===== src/hw/stc3_defs.svh =====
// Purpose: constants for the sixteen-bit timer/counter three block
// Assumes: axi4-lite, 32-bit data, one register per aligned word
// Notes: offsets are byte addresses
`ifndef STC3_DEFS_SVH
`define STC3_DEFS_SVH
`define STC3_OFF_CTRL    4'h0
`define STC3_OFF_LOW     4'h4
`define STC3_OFF_HIGH    4'h8
`define STC3_OFF_IRQ     4'hC
`define STC3_CTRL_RESET  8'h00
`define STC3_BIT_WIDE    7
`define STC3_BIT_RTHI    6
`define STC3_BIT_PS1     5
`define STC3_BIT_PS0     4
`define STC3_BIT_RTLO    3
`define STC3_BIT_NOSYNC  2
`define STC3_BIT_EXTSRC  1
`define STC3_BIT_ON      0
`define STC3_IRQ_FLAG    0
`define STC3_IRQ_EN      1
`define STC3_IRQ_OSC     2
`define STC3_INSTR_DIV   2'h3
`define STC3_COUNT_MAX   16'hFFFF
`define STC3_RESP_OKAY   2'h0
`define STC3_RESP_DECERR 2'h3
`endif


===== src/hw/stc3_pkg.sv =====
// Purpose: types for the timer/counter three block
// Assumes: constants live in stc3_defs.svh
// Notes: none
package stc3_pkg;
   typedef enum logic [1:0] {
      STC3_MODE_TIMER,
      STC3_MODE_SYNC,
      STC3_MODE_ASYNC
   } stc3_mode_t;
   typedef logic [7:0]  stc3_byte_t;
   typedef logic [15:0] stc3_count_t;
endpackage : stc3_pkg


===== src/hw/stc3_tick_if.sv =====
// Purpose: tick link from the clock front end to the counter core
// Assumes: single clock
// Notes: tick is a one-cycle enable
`timescale 1ns/1ps
interface stc3_tick_if;
   logic tick;
   stc3_pkg::stc3_mode_t mode;
   modport src (output tick, output mode);
   modport dst (input tick, input mode);
endinterface : stc3_tick_if


===== src/hw/stc3_clk_front.sv =====
// Purpose: picks and prescales the count clock source
// Assumes: external clock is sampled by i_clk
// Notes: async mode samples raw level once; edges still land in i_clk
`timescale 1ns/1ps
`include "stc3_defs.svh"
module stc3_clk_front (
   input  wire logic   i_clk,
   input  wire logic   i_resetn,
   input  wire logic   i_ext_clk,
   input  wire logic   i_ext_src,
   input  wire logic   i_no_sync,
   input  wire logic   i_run,
   input  wire logic   i_ps_clr,
   input  wire logic [1:0] i_ps_sel,
   stc3_tick_if.src    tick_o
);
   import stc3_pkg::*;
   typedef struct packed {
      logic       s1;
      logic       s2;
      logic       prev;
      logic       armed;
      logic [1:0] idiv;
      logic [2:0] ps;
      logic       tick;
   } stc3_front_t;
   stc3_front_t st_q, st_d;
   logic raw, rise;

   always_comb begin
      st_d      = st_q;
      st_d.s1   = i_ext_clk;
      st_d.s2   = st_q.s1;
      raw       = i_no_sync ? i_ext_clk : st_q.s2;
      st_d.prev = raw;
      rise      = 1'b0;
      st_d.tick = 1'b0;
      if (!raw && st_q.prev) begin
         st_d.armed = 1'b1;
      end
      st_d.idiv = st_q.idiv + 2'h1;
      if (!i_ext_src) begin
         rise       = (st_q.idiv == `STC3_INSTR_DIV);
         st_d.armed = 1'b0;
      end else begin
         rise = raw && !st_q.prev && st_q.armed;
      end
      // divide by 1, 2, 4 or 8
      if (i_ps_clr) begin
         st_d.ps = 3'h0;
      end else if (i_run && rise) begin
         st_d.ps = st_q.ps + 3'h1;
         unique case (i_ps_sel)
            2'h0: st_d.tick = 1'b1;
            2'h1: st_d.tick = st_q.ps[0];
            2'h2: st_d.tick = &st_q.ps[1:0];
            2'h3: st_d.tick = &st_q.ps;
         endcase
      end
   end

   always_ff @(posedge i_clk) begin
      if (!i_resetn) begin
         st_q <= '0;
      end else begin
         st_q <= st_d;
      end
   end

   assign tick_o.tick = st_q.tick;
   // mode from source and sync bits
   assign tick_o.mode = !i_ext_src ? STC3_MODE_TIMER :
                        (i_no_sync ? STC3_MODE_ASYNC : STC3_MODE_SYNC);
endmodule : stc3_clk_front


===== src/hw/stc3_timer.sv =====
// Purpose: sixteen-bit timer/counter three with axi4-lite registers
// Assumes: synchronous active-low reset; 10 MHz clock
// Notes: count bytes and irq bits sit in words of their own
//
// The AXI4-Lite interface to the registers and the placing of the registers are this design's own decisions.
`timescale 1ns/1ps
`include "stc3_defs.svh"
module stc3_timer (
   input  wire logic        i_clk,
   input  wire logic        i_resetn,
   input  wire logic [3:0]  i_s_awaddr,
   input  wire logic        i_s_awvalid,
   output logic             o_s_awready,
   input  wire logic [31:0] i_s_wdata,
   input  wire logic [3:0]  i_s_wstrb,
   input  wire logic        i_s_wvalid,
   output logic             o_s_wready,
   output logic [1:0]       o_s_bresp,
   output logic             o_s_bvalid,
   input  wire logic        i_s_bready,
   input  wire logic [3:0]  i_s_araddr,
   input  wire logic        i_s_arvalid,
   output logic             o_s_arready,
   output logic [31:0]      o_s_rdata,
   output logic [1:0]       o_s_rresp,
   output logic             o_s_rvalid,
   input  wire logic        i_s_rready,
   input  wire logic        i_ext_clk,
   input  wire logic        i_special_event,
   output logic             o_irq,
   output logic             o_osc_pins_input,
   output logic             o_std_uses_this,
   output logic             o_enh_uses_this,
   output stc3_pkg::stc3_count_t o_count
);
   import stc3_pkg::*;

   typedef struct packed {
      logic        awr;
      logic [3:0]  awa;
      logic        wr;
      logic [31:0] wd;
      logic [3:0]  ws;
      logic        bv;
      logic [1:0]  br;
      logic        rv;
      logic [31:0] rd;
      logic [1:0]  rr;
      stc3_byte_t  ctrl;
      stc3_count_t cnt;
      stc3_byte_t  hbuf;
      logic        flag;
      logic        ien;
      logic        osc;
      logic        irq;
      logic        std;
      logic        enh;
   } stc3_state_t;
   stc3_state_t st_q, st_d;

   stc3_tick_if tk ();
   logic do_wr, do_rd, wr_low, wr_high, wr_ctrl, rd_low, wide, ps_clr;
   logic wrap, step, wr_live;

   function automatic logic addr_ok(input logic [3:0] a);
      addr_ok = (a == `STC3_OFF_CTRL) || (a == `STC3_OFF_LOW) ||
                (a == `STC3_OFF_HIGH) || (a == `STC3_OFF_IRQ);
   endfunction : addr_ok

   stc3_clk_front u_front (
      .i_clk     (i_clk),
      .i_resetn  (i_resetn),
      .i_ext_clk (i_ext_clk),
      .i_ext_src (st_q.ctrl[`STC3_BIT_EXTSRC]),
      .i_no_sync (st_q.ctrl[`STC3_BIT_NOSYNC]),
      .i_run     (st_q.ctrl[`STC3_BIT_ON]),
      .i_ps_clr  (ps_clr),
      .i_ps_sel  (st_q.ctrl[`STC3_BIT_PS1:`STC3_BIT_PS0]),
      .tick_o    (tk)
   );

   always_comb begin
      wide    = st_q.ctrl[`STC3_BIT_WIDE];
      do_wr   = st_q.awr && st_q.wr && !st_q.bv;
      do_rd   = i_s_arvalid && !st_q.rv;
      wr_ctrl = do_wr && st_q.awa == `STC3_OFF_CTRL && st_q.ws[0];
      wr_low  = do_wr && st_q.awa == `STC3_OFF_LOW && st_q.ws[0];
      wr_high = do_wr && st_q.awa == `STC3_OFF_HIGH && st_q.ws[0];
      rd_low  = do_rd && i_s_araddr == `STC3_OFF_LOW;
      ps_clr  = wr_low;
      // a tick already in flight dies once the timer is switched off
      step    = tk.tick && st_q.ctrl[`STC3_BIT_ON];
      // a buffered high write leaves the live count alone, so it must not hide a wrap
      wr_live = wr_low || (wr_high && !wide);
      wrap    = step && st_q.cnt == `STC3_COUNT_MAX;
   end

   always_comb begin
      st_d = st_q;
      // write address and data taken in either order
      if (i_s_awvalid && !st_q.awr) begin
         st_d.awr = 1'b1;
         st_d.awa = i_s_awaddr;
      end
      if (i_s_wvalid && !st_q.wr) begin
         st_d.wr = 1'b1;
         st_d.wd = i_s_wdata;
         st_d.ws = i_s_wstrb;
      end
      if (st_q.bv && i_s_bready) begin
         st_d.bv = 1'b0;
      end
      if (do_wr) begin
         st_d.awr = 1'b0;
         st_d.wr  = 1'b0;
         st_d.bv  = 1'b1;
         st_d.br  = addr_ok(st_q.awa) ? `STC3_RESP_OKAY : `STC3_RESP_DECERR;
      end
      if (wr_ctrl) begin
         st_d.ctrl = st_q.wd[7:0];
      end

      if (step) begin
         st_d.cnt = st_q.cnt + 16'h0001;
      end
      if (i_special_event && tk.mode != STC3_MODE_ASYNC) begin
         st_d.cnt = '0;
      end
      if (wr_low) begin
         // in wide mode a low write loads high from buffer; byte mode keeps the live high byte
         st_d.cnt = wide ? {st_q.hbuf, st_q.wd[7:0]} : {st_q.cnt[15:8], st_q.wd[7:0]};
      end
      if (wr_high) begin
         // wide mode routes high writes to buffer
         if (wide) begin
            st_d.hbuf = st_q.wd[7:0];
         end else begin
            st_d.cnt[15:8] = st_q.wd[7:0];
         end
      end

      // sticky flag on wrap; trigger clear never sets it
      if (do_wr && st_q.awa == `STC3_OFF_IRQ && st_q.ws[0]) begin
         st_d.flag = st_q.wd[`STC3_IRQ_FLAG];
         st_d.ien  = st_q.wd[`STC3_IRQ_EN];
         st_d.osc  = st_q.wd[`STC3_IRQ_OSC];
      end
      // hardware set wins over a software clear in the same cycle
      if (wrap && !wr_live) begin
         st_d.flag = 1'b1;
      end
      st_d.irq = st_d.flag && st_d.ien;

      st_d.std = st_d.ctrl[`STC3_BIT_RTHI];
      st_d.enh = st_d.ctrl[`STC3_BIT_RTHI] || st_d.ctrl[`STC3_BIT_RTLO];

      if (st_q.rv && i_s_rready) begin
         st_d.rv = 1'b0;
      end
      if (do_rd) begin
         st_d.rv = 1'b1;
         st_d.rr = addr_ok(i_s_araddr) ? `STC3_RESP_OKAY : `STC3_RESP_DECERR;
         st_d.rd = '0;
         unique case (i_s_araddr)
            `STC3_OFF_CTRL: st_d.rd[7:0] = st_q.ctrl;
            `STC3_OFF_LOW:  st_d.rd[7:0] = st_q.cnt[7:0];
            `STC3_OFF_HIGH: st_d.rd[7:0] = wide ? st_q.hbuf : st_q.cnt[15:8];
            `STC3_OFF_IRQ:  st_d.rd[2:0] = {st_q.osc, st_q.ien, st_q.flag};
            default:        st_d.rd = '0;
         endcase
      end
      // in wide mode a low read latches live high byte
      if (rd_low && wide && !wr_high) begin
         st_d.hbuf = st_q.cnt[15:8];
      end
   end

   always_ff @(posedge i_clk) begin
      if (!i_resetn) begin
         st_q      <= '0;
         st_q.ctrl <= `STC3_CTRL_RESET;
      end else begin
         st_q <= st_d;
      end
   end

   assign o_s_awready      = !st_q.awr;
   assign o_s_wready       = !st_q.wr;
   assign o_s_bvalid       = st_q.bv;
   assign o_s_bresp        = st_q.br;
   assign o_s_arready      = !st_q.rv;
   assign o_s_rvalid       = st_q.rv;
   assign o_s_rdata        = st_q.rd;
   assign o_s_rresp        = st_q.rr;
   assign o_irq            = st_q.irq;
   assign o_osc_pins_input = st_q.osc;
   assign o_std_uses_this  = st_q.std;
   assign o_enh_uses_this  = st_q.enh;
   assign o_count          = st_q.cnt;
endmodule : stc3_timer


===== config.mk =====
export PLATFORM = sky130hd
export DESIGN_NAME = stc3_timer
export DESIGN_NICKNAME = d
export VERILOG_FILES = /design/src/hw/stc3_pkg.sv /design/src/hw/stc3_tick_if.sv /design/src/hw/stc3_clk_front.sv /design/src/hw/stc3_timer.sv
export VERILOG_INCLUDE_DIRS = /design/src /design/src/hw
export SDC_FILE = /design/constraint.sdc
export NUM_CORES = 1
export LEC_CHECK = 0
export BUFFER_PORTS_ARGS = -buffer_cell sky130_fd_sc_hd__buf_2
export CORE_MARGIN = 2
export CORE_UTILIZATION = 45
export CTS_BUF_LIST = sky130_fd_sc_hd__clkbuf_16
export CTS_CLUSTER_SIZE = 20
export DETAILED_ROUTE_END_ITERATION = 6
export PLACE_DENSITY = 0.67
export SKIP_LAST_GASP = 1
export SLEW_MARGIN = 20
export SYNTH_ARGS = -nofsm -noshare
export SYNTH_HDL_FRONTEND = slang
export SYNTH_SLANG_ARGS = --single-unit

===== constraint.sdc =====
create_clock -name i_clk -period 2.23 [get_ports i_clk]
set_clock_uncertainty 0.2 [all_clocks]
set_input_delay 0.5575 -clock i_clk [delete_from_list [all_inputs] [get_ports i_clk]]
set_output_delay 0.5575 -clock i_clk [all_outputs]
set_load 0.1 [all_outputs]

* Word-level counts from Yosys, hierarchy flattened
Index checks and enable logic that the tools add are counted. W data, S select, Z words.
Operators by class: add/sub/neg operators 3, $mul 0, divide/modulo/power cells 0, order comparisons 0, eq/ne operators 12, shift-type cells 0, muxes and demuxes 26, bitwise gates (word level) 2, reduce and logical (&&, ||, !) cells 60
Operator list (number):
- $mux W16 | 4
- $mux W8 | 6
- $mux W35 | 1
- $logic_and A1 B1 Y1 | 28
- $add A16 B1 Y16 const B | 1
- $eq A16 B16 Y1 const B | 1
- $eq A4 B4 Y1 const B | 4
- $pmux W5 S3 | 1
- $pmux W3 S4 | 1
- $logic_not A1 Y1 | 9
- $eq A4 B3 Y1 const B | 2
- $logic_not A4 Y1 | 2
- $logic_or A1 B1 Y1 | 8
- $mux W2 | 4
- $reduce_bool A2 Y1 | 4
- $mux W7 | 1
- $eq A2 B2 Y1 const B | 3
- $mux W3 | 2
- $reduce_and A2 Y1 | 3
- $mux W1 | 5
- $pmux W1 S4 | 1
- $reduce_or A2 Y1 | 2
- $add A3 B1 Y3 const B | 1
- $reduce_and A3 Y1 | 1
- other kinds (7) | 8
Word-level totals: bits in registers 77, bits in latches 0, memory bits (writable) 0, bits in read-only memories 0, input port bits 53, logic and storage cells 131, memories 0

* Depth between registers and ports, before layout
Gate-level depths: netlist (run 1).
depth in word-level cells 10, depth in mapped cells 7, mapped depth without buffers 5

* By module
Synthesis (run 1) repeated with hierarchy kept, for this count alone.
Second synthesis, totals: cells, all modules 470, area total of the unflattened synthesis 4144.0 um^2
Modules (own cells, without submodules):
- stc3_timer | instances 1, cells an instance 429, area each 3691.0 um^2
- stc3_clk_front | instances 1, cells an instance 41, area each 452.9 um^2

* Worst setup path after synthesis (run 1)
No wires, ideal clock.
path type flip-flop to flip-flop, start point register st_q (netlist bit o_s_rvalid), end point register st_q (netlist bit o_s_rdata[3]), arrival time 2.347 ns, required time 1.964 ns, path slack -0.384 ns, stages on the path, launching flop included 5, path buffers 0, period minus slack after synthesis 2.614 ns, cells stage by stage dfxtp_1 inv_1 nand2_1 a22oi_1 nor2_1
On the way: cells in the longest elaborated chain, start to end 2
Ends and longest elaborated chain:
- start: declaration | line stc3_timer.sv:59 | stc3_state_t st_q, st_d;
- start signal: assignment | line stc3_timer.sv:183 | st_q <= st_d;
- $logic_not A1 Y1
- net o_s_arready | line stc3_timer.sv:23 | output logic o_s_arready,
- $logic_and A1 B1 Y1 | line stc3_timer.sv:85 | do_rd = i_s_arvalid && !st_q.rv;
The timed path passes the listed nets, and every way through them passes these cells. A chain may end at the register's enable or synchronous reset.

* Worst setup path after layout (run 1)
start point register st_q (netlist bit o_count[0]), end point register st_q (netlist bit o_count[12])
On the way: cells in the longest elaborated chain, start to end 6
Ends and longest elaborated chain:
- $add A16 B1 Y16 (*) | line stc3_timer.sv:124 | st_d.cnt = st_q.cnt + 16'h0001;
- $mux W16 (*) | line stc3_timer.sv:123 | if (step) begin
- $mux W16 (*) | line stc3_timer.sv:126 | if (i_special_event && tk.mode != STC3_MODE_ASYNC) begin
- $mux W16 (*) | line stc3_timer.sv:129 | if (wr_low) begin
- $mux W8 | line stc3_timer.sv:135 | if (wide) begin
- $mux W8 (*) | line stc3_timer.sv:133 | if (wr_high) begin
Every way passes the cells marked *; elsewhere a longest branch is shown, timed or not. The select of a mux whose other input is x is not followed.

==> results of run 1 <==
[path summary, 6_finish.rpt]
path              depth (start not counted)  slack (ns)               to            start
setup / recovery                          5        0.12      o_count[12]       o_count[0]
hold / removal                            2        0.20       o_s_rvalid       i_s_rready
setup reg to reg                          5        0.12      o_count[12]       o_count[0]
hold reg to reg                           1        0.23  u_front.st_q[4]  u_front.st_q[4]
[registers in the layout (all words and copies together) (netlist names)]
register and flops:
o_count 16, o_enh_uses_this 1, o_irq 1, o_osc_pins_input 1
o_s_bresp 1, o_s_bvalid 1, o_s_rdata 8, o_s_rresp 1
o_s_rvalid 1, st_q 33, u_front.st_d 1, u_front.st_q 8
u_front.tick_o.tick 1
[power groups by stage]
stage | registers, W | logic [W] | clock network (W)
final | 0.00139 | 0.000458 | 0.00126
after global routing | 0.00139 | 0.000483 | 0.00134
after CTS | 0.00139 | 0.000457 | 0.00127
after detailed placement | 0.00142 | 0.000457 | 0
after global placement | 0.00142 | 0.000450 | 0
after floorplan | 0.00142 | 0.000409 | 0
[Yosys cell counts (3+ instances only)]
cell type / n / area [µm²]
a211oi_1: 13 / 97.6
a21oi_1: 24 / 120
a22oi_1: 7 / 52.6
a31oi_1: 6 / 37.5
a32o_1: 3 / 30.0
and2_1: 4 / 25.0
and3b_1: 3 / 26.3
buf_1: 3 / 11.3
buf_2: 6 / 30.0
buf_4: 52 / 390
clkbuf_1: 15 / 56.3
dfxtp_1: 74 / 1480
ha_1: 4 / 50.1
inv_1: 16 / 60.1
mux2i_1: 29 / 290
nand2_1: 39 / 146
nand2b_1: 3 / 18.8
nand3_1: 13 / 65.1
nand4_1: 12 / 75.1
nor2_1: 44 / 165
nor2b_1: 4 / 25.0
nor3_1: 15 / 75.1
nor3b_1: 3 / 22.5
nor4_1: 3 / 18.8
o21a_1: 4 / 30.0
o21ai_0: 33 / 165
o22ai_1: 4 / 25.0
or4_1: 9 / 67.6
[metal layers]
metal / GRT usage / up-vias / part of all wire / wire length [µm]
met5: 0 / - / 0 / 0
met4: 0.0875 / 0 / 0.020 / 214
met3: 0.0298 / 20 / 0.073 / 787
met2: 0.352 / 164 / 0.45 / 4850
met1: 0.315 / 1705 / 0.46 / 4980
li1: - / 1754 / - / -
[cell families (layout without fill, tap and decap cells)]
family	Yosys count	in the layout	synth area share
AO/OA/AOI/OAI	111	111	0.175
AND/OR/NAND/NOR	164	164	0.217
adder cells (fa/ha/maj)	4	4	0.0124
XOR/XNOR	3	3	0.00653
flip-flops	74	74	0.368
multiplexers	32	32	0.0833
other	1	24	0.000932
buffers and inverters	93	126	0.137
[final cells by class]
class,instances,area (µm²)
sequential,74,1490
fill,850,4080
multi-input combinational,338,2080
timing repair buffer,93,568
clock buffer,9,225
clock inverter,7,28.8
tap,108,135
inverter,17,67.6
[through the flow]
step	worst slack, ns	area (µm²)	power (W)
finish	0.122	4590	0.00311
global route	0.00662	4590	0.00322
CTS	0.0967	4590	0.00312
detailed placement	0.0194	4330	0.00188
global placement	0.0922	4330	0.00187
floorplan	0.0124	4120	0.00183
[worst max-delay path: stages, from the launching register on]
cell     delay, ns
dfxtp_1       0.40
ha_1          0.24
nand2_1       0.12
or4_1         0.50
or4_1         0.40
a31oi_1       0.17
==> out/results.ini, run 1 <==
[clocking]
cts_htree_levels=3
ctsResizeCount=0
ctsHoldBuffers=0
cts.sinks=74
cts_setup_buffers=0
cts.root.buffer_cell=clkbuf_16
cts_tree=yes
clock_path_buffers=2
cts_made_buffers=9
cts.clk_slew.worst_paths_ns=0.06
clkLatencyLatePin_ns=0.33

[pwr]
peakVddDrop_v=0.000321
power_density_nw_per_um2=676
intPower_w=0.00216
p_seq_frac=0.448
power.switching_w=0.000947
p_comb_frac=0.148
swShare=0.305
pwr-share-clk=0.405
power.leakage_nw=1.91

[global_routing]
antenna_found_initial=0
grt_overflow_total=0
grt_pass1_wl_mm=17.4
gr-usage-all-layers=0.225
grt_pass1_vias=3377
grt_max_degree=45

[placed_design]
numPortBuffers=62
gp_congestion=0.961
dpl.cell_count=630
dp_hpwl_mm=7.93

[timing]
period_share=0.945
slew_viol_final=0
tns_ns=0
timing.fmax_mhz=474
setup_viol=0
layout_min_cycle_time_ns=2.11
worst_pin_slew_ns=0.575
fin_hold_ws_ns=0.199
grt_setup_unrepaired=no
finalHoldViolCount=0
slew_headroom=0.616

[finish]
antennaDiodeCount=0
layout_commonest_cell=dfxtp_1
finalNetCount=590
fin_cells=646
layout_common_cells=71 x dfxtp_1, 62 x buf_2, 44 x nor2_1, 39 x nand2_1, 33 x o21ai_0
syn2layout_area_growth_pct=14.1
fin_util=0.529
drive_gt1_frac=0.223

[synth]
ys_ff_latch=74
synth_edf_count=0
synth-async-reset-ratio=0
synth-main-ff-cell=dfxtp_1
syn_inst=482
syn_area_um2=4030
seq_area_frac_synth=0.368
yosys_warnings=0
synthDistinctLibCells=60
syn_area_per_cell_um2=8.35

[worst_setup_path]
path_class=flip-flop to flip-flop
worst_ep_arrival_time_ns=2.17
critPathCaptureType=flip-flop
crit_path_max_fanout=5
start_kind=flip-flop
required_ns=2.29

[routing]
drc=0
wl_per_cell_um=16.8
wl_mm=10.8
firstDrtPassIters=5
postRouteAntennaNets=0
drt-initial-drc-count=258
vias=3643
vias_per_cell=5.64

[outcome]
status=complete, no violations

[floorplanning]
fp.coreArea_um2=8680
dieArea_um2=9720
rows=34
initial_core_util=0.464
io_pins=114
die_w_um=98.6
die_y_um=98.6

[run]
maxCapViolCount=0

[min_path]
hold_path_class=input port to flip-flop

Note: power is estimated with default switching activity, not from simulation.
==> inputs of run 2 (changes only) <==
--- a/config.mk
+++ b/config.mk
@@ -7,12 +7,14 @@
 export NUM_CORES = 1
 export LEC_CHECK = 0
 export BUFFER_PORTS_ARGS = -buffer_cell sky130_fd_sc_hd__buf_2
+export CELL_PAD_IN_SITES_DETAIL_PLACEMENT = 1
+export CELL_PAD_IN_SITES_GLOBAL_PLACEMENT = 1
 export CORE_MARGIN = 2
-export CORE_UTILIZATION = 45
+export CORE_UTILIZATION = 38
 export CTS_BUF_LIST = sky130_fd_sc_hd__clkbuf_16
 export CTS_CLUSTER_SIZE = 20
 export DETAILED_ROUTE_END_ITERATION = 6
-export PLACE_DENSITY = 0.67
+export PLACE_DENSITY = 0.76
 export SKIP_LAST_GASP = 1
 export SLEW_MARGIN = 20
 export SYNTH_ARGS = -nofsm -noshare
==> run 2 against run 1 <==
Total power grew 8.6%. Combinational power grew 1%. Utilization shrank 7.4 points. Wire length grew 12%. Global-route usage shrank 0.23 points. Die area grew 18%. Critical endpoint is now o_count[6].
==> out/results.ini, run 2 (same netlist as run 1, synthesis figures left out) <==
[pwr]
p_comb_frac=0.138
pwr-share-clk=0.450
intPower_w=0.00240
power_density_nw_per_um2=718
swShare=0.289
peakVddDrop_v=0.000269
power.leakage_nw=1.93
power.switching_w=0.000975
p_seq_frac=0.413

[routing]
drt-initial-drc-count=246
drc=0
wl_per_cell_um=17.9
firstDrtPassIters=4
vias_per_cell=5.44
vias=3686
postRouteAntennaNets=0
wl_mm=12.1

[timing]
finalHoldViolCount=0
grt_setup_unrepaired=no
timing.fmax_mhz=464
layout_min_cycle_time_ns=2.15
tns_ns=0
setup_viol=0
slew_viol_final=0
worst_pin_slew_ns=0.537
slew_headroom=0.633
period_share=0.966

[clocking]
cts_setup_buffers=0
cts_tree=yes
clock_path_buffers=2
cts_made_buffers=9
clkLatencyLatePin_ns=0.34
cts.clk_slew.worst_paths_ns=0.06
cts.sinks=74
ctsResizeCount=0
cts.root.buffer_cell=clkbuf_16
cts_htree_levels=3
ctsHoldBuffers=0

[finish]
antennaDiodeCount=0
finalNetCount=593
drive_gt1_frac=0.233
layout_common_cells=72 x dfxtp_1, 62 x buf_2, 43 x nor2_1, 39 x nand2_1
regMostFlops=st_q
fin_util=0.455
syn2layout_area_growth_pct=16.8
layout_commonest_cell=dfxtp_1
largest_reg_flops=33

[floorplanning]
fp.coreArea_um2=10300
die_y_um=107
io_pins=114
rows=37
die_w_um=107
initial_core_util=0.390
dieArea_um2=11400

[worst_setup_path]
crit_path_max_fanout=6
critPathCaptureType=output pin
start_kind=flip-flop
required_ns=1.47
worst_ep_arrival_time_ns=1.40
path_class=flip-flop to output pin

[run]
maxCapViolCount=0

[global_routing]
grt_overflow_total=0
grt_max_degree=45
antenna_found_initial=0
gr-usage-all-layers=0.222
grt_pass1_vias=3759
grt_pass1_wl_mm=19.6

[placed_design]
gp_congestion=0.934
dp_hpwl_mm=8.95
numPortBuffers=62

[outcome]
status=complete, no violations

[min_path]
hold_path_class=input port to flip-flop

[run 2: changes by cell type in the layout (fill, tap and decap cells not counted), sizes merged]
cell and delta:
clkinv -1, inv -2, clkinvlp +1, buf +3
bufinv +2
[run 2: routing by layer]
| metal | track usage | wire length (µm) |
|---|---|---|
| met2 | 0.365 | 5780 |
| met1 | 0.274 | 5180 |
| met3 | 0.0541 | 839 |
| met4 | 0.104 | 340 |
| met5 | 0 | 0 |
[run 2: worst paths after layout]
kind	slack, ns	cells after the start	start	to
max	0.08	2	o_count[6]	o_count[6]
min	0.19	2	i_s_rready	o_s_rvalid
max reg2reg	0.08	5	o_count[1]	o_count[12]
min reg2reg	0.23	1	u_front.st_q[4]	u_front.st_q[4]
[run 2: metrics by stage]
| step | cell area (µm²) | setup WS, ns | total power (W) | hold WS, ns | instances |
|---|---|---|---|---|---|
| 6_report | 4700 | 0.0753 | 0.00337 | 0.190 | 677 |
| 5_1_grt | 4700 | 0.00209 | 0.00349 | 0.201 | 677 |
| 4_1_cts | 4690 | 0.0733 | 0.00341 | 0.176 | 677 |
| 3_5_place_dp | 4380 | -0.0931 | 0.00188 | 0.223 | 661 |
| 3_3_place_gp | 4380 | -0.0686 | 0.00187 | 0.209 | 661 |
| 2_1_floorplan | 4120 | 0.0124 | 0.00183 | 0.199 | 505 |
[run 2: critical path: stages, from the launching register on]
cell and delay (ns):
dfxtp_1 0.44, buf_4 0.19, buf_2 0.43
[run 2: power by group through the flow]
stage | logic [W] | clock network [W] | registers [W]
final | 0.000464 | 0.00152 | 0.00139
after floorplan | 0.000409 | 0 | 0.00142
after detailed placement | 0.000461 | 0 | 0.00142
after CTS | 0.000463 | 0.00155 | 0.00139
after global routing | 0.000490 | 0.00161 | 0.00140
after global placement | 0.000454 | 0 | 0.00142
[run 2: cell type report]
class / instances / area, µm²
flip-flops and latches: 74 / 1480
repair buffers: 96 / 578
fillers: 1274 / 5620
clock buffers: 9 / 225
multi-input cells: 338 / 2090
well taps: 136 / 170
clock inverters: 7 / 83.8
inverters: 17 / 67.6
==> inputs of run 3 (changes only) <==
--- a/config.mk
+++ b/config.mk
@@ -10,7 +10,7 @@
 export CELL_PAD_IN_SITES_DETAIL_PLACEMENT = 1
 export CELL_PAD_IN_SITES_GLOBAL_PLACEMENT = 1
 export CORE_MARGIN = 2
-export CORE_UTILIZATION = 38
+export CORE_UTILIZATION = 39
 export CTS_BUF_LIST = sky130_fd_sc_hd__clkbuf_16
 export CTS_CLUSTER_SIZE = 20
 export DETAILED_ROUTE_END_ITERATION = 6
@@ -19,4 +19,5 @@
 export SLEW_MARGIN = 20
 export SYNTH_ARGS = -nofsm -noshare
 export SYNTH_HDL_FRONTEND = slang
+export SYNTH_HIERARCHICAL = 1
 export SYNTH_SLANG_ARGS = --single-unit
==> run 3 against run 2 <==
Synthesized area increased by 3.0%. Register-to-register slack improved by 0.05 ns. First-iteration DRC count down 30%. Critical endpoint is now o_count[5]. Flip-flop and latch count unchanged.
==> out/results.ini, run 3 <==
[worst_setup_path]
cpMaxStageDelayCell=or3b_4
required_ns=2.29
cpPeakStageDelay_ns=0.45
crit_family=simple AND/OR/NAND/NOR gates
worstReg2RegEnd=o_count[5]
path_cells=or3b_4, nor3_4, buf_4, nand3_2, o2bb2ai_1, a21oi_1
worst_r2r_path_depth=6
r2r-start=st_q[113]
path_class=flip-flop to flip-flop
start_kind=flip-flop
critPathCaptureType=flip-flop
crit_path_max_fanout=9
reg2reg_slack_ns=0.13
cp.buffers_inverters=1
cp-startpoint=st_q[113]
worst_ep_arrival_time_ns=2.17

[floorplanning]
die_w_um=107
die_y_um=107
fp.coreArea_um2=10300
io_pins=114
dieArea_um2=11500
rows=37
initial_core_util=0.401

[global_routing]
grt_pass1_wl_mm=18.4
gr-usage-all-layers=0.208
antenna_found_initial=0
grt_overflow_total=0
grt_max_degree=33
grt_pass1_vias=3505

[run]
maxCapViolCount=0

[min_path]
hold_path_class=flip-flop to flip-flop
worst_hold_path.endpoint=u_front/st_q[4]
min_path_cells=1
holdCritStartpoint=u_front/st_q[4]

[clocking]
ctsHoldBuffers=0
cts_setup_buffers=0
cts_made_buffers=9
cts_htree_levels=3
cts.sinks=74
cts.clk_slew.worst_paths_ns=0.06
clock_path_buffers=2
clkLatencyLatePin_ns=0.34
cts.root.buffer_cell=clkbuf_16
ctsResizeCount=0
cts_tree=yes

[finish]
largest_reg_flops=33
finalInstanceArea_um2=4740
finalNetCount=578
fin_cells=662
fin_util=0.460
layout_common_cells=72 x dfxtp_1, 62 x buf_2, 51 x nand2_1, 32 x o21ai_0, 28 x nor2_1
antennaDiodeCount=0
layout_commonest_cell=dfxtp_1
regMostFlops=st_q
syn2layout_area_growth_pct=14.5
drive_gt1_frac=0.255

[timing]
slew_headroom=0.626
slew_viol_final=0
grt_setup_unrepaired=no
layout_min_cycle_time_ns=2.10
finalWorstSetupSlack_ns=0.126
timing.fmax_mhz=475
finalHoldViolCount=0
setup_viol=0
period_share=0.943
worst_pin_slew_ns=0.560

[pwr]
power.leakage_nw=2.11
total_power_w=0.00342
peakVddDrop_v=0.000392
power_density_nw_per_um2=722

[synth]
synthDistinctLibCells=66
syn_area_per_cell_um2=8.82
syn_area_um2=4140
seq_area_frac_synth=0.357
ys_ff_latch=74
synth_edf_count=0
synth.most_common_cell=dfxtp_1
yosys_warnings=6
synth_area_leader_cell=dfxtp_1
synthTopCellsByArea=dfxtp_1 36%, buf_4 9.8%, mux2i_1 6.0%, nand2_1 4.6%, o21ai_0 3.9%
synth-main-ff-cell=dfxtp_1
synth_top_area_frac=0.357
synth_commonest_cells=74 x dfxtp_1, 54 x buf_4, 51 x nand2_1
syn_inst=470
synth-async-reset-ratio=0

[routing]
postRouteAntennaNets=0
firstDrtPassIters=4
drt-initial-drc-count=172
vias_per_cell=5.27
wl_per_cell_um=17.4
drc=0
wl_mm=11.5
vias=3491

[placed_design]
gp_congestion=0.931
numPortBuffers=62
pre_cts_slack_ns=-0.106
dpl_cell_area_um2=4430
dpl.cell_count=646
dp_hpwl_mm=8.50

[outcome]
status=complete, no violations

## run 3: changes by cell type after synthesis, moves of 6 or more
| cell | delta |
|---|---|
| a211oi_1 | -9 |
| a21boi_0 | +11 |
| a31oi_1 | -6 |
| inv_1 | -10 |
| nand2_1 | +12 |
| nand4_1 | -11 |
| nor2_1 | -16 |
| nor2b_1 | +19 |
| o211a_1 | +14 |
| or4_1 | -9 |
## run 3: report_power, final
part           total (W)  switching, W  internal, W
Clock            0.00155      0.000574     0.000977
Sequential       0.00140     0.0000432      0.00135
Combinational   0.000478      0.000388    0.0000897
## run 3: per-layer routing
layer	global-route usage	vias up	routed length, µm
met5	0	-	0
met4	0.0696	0	234
met1	0.265	1687	5100
met3	0.0359	23	505
met2	0.356	99	5690
li1	-	1682	-
## run 3: metrics by stage
stage,hold slack [ns],setup TNS (ns)
final,0.224,0
after global routing,0.250,0
after CTS,0.231,0
after detailed placement,0.223,-0.777
after global placement,0.207,-0.133
after floorplan,0.198,0
## run 3: worst max path at each step
| stage | endpoint | slack, ns | cells after the start |
|---|---|---|---|
| final | o_count[5] | 0.13 | 6 |
| after detailed placement | st_q[7] | -0.11 | 5 |
| after CTS | o_count[6] | 0.14 | 5 |
| after global routing | st_q[6] | 0.02 | 4 |
| after floorplan | u_front/tick_o.tick | 0.12 | 6 |
| after global placement | st_q[7] | -0.02 | 5 |
## run 3: cells by family after synthesis
group           share of synthesized area
compound gates                      0.188
xor+xnor                           0.0127
fa+ha+maj                          0.0121
buf+inv                             0.123
flops                               0.357
mux                                0.0821
other cells                      0.000905
simple gates                        0.224
## run 3: layout make-up
cell class,instances,area (µm²)
well taps,136,170
multi-input cells,341,2240
inverters,7,26.3
clock inverters,7,92.6
fillers,1220,5580
repair buffers,88,505
flip-flops and latches,74,1480
clock buffers,9,225
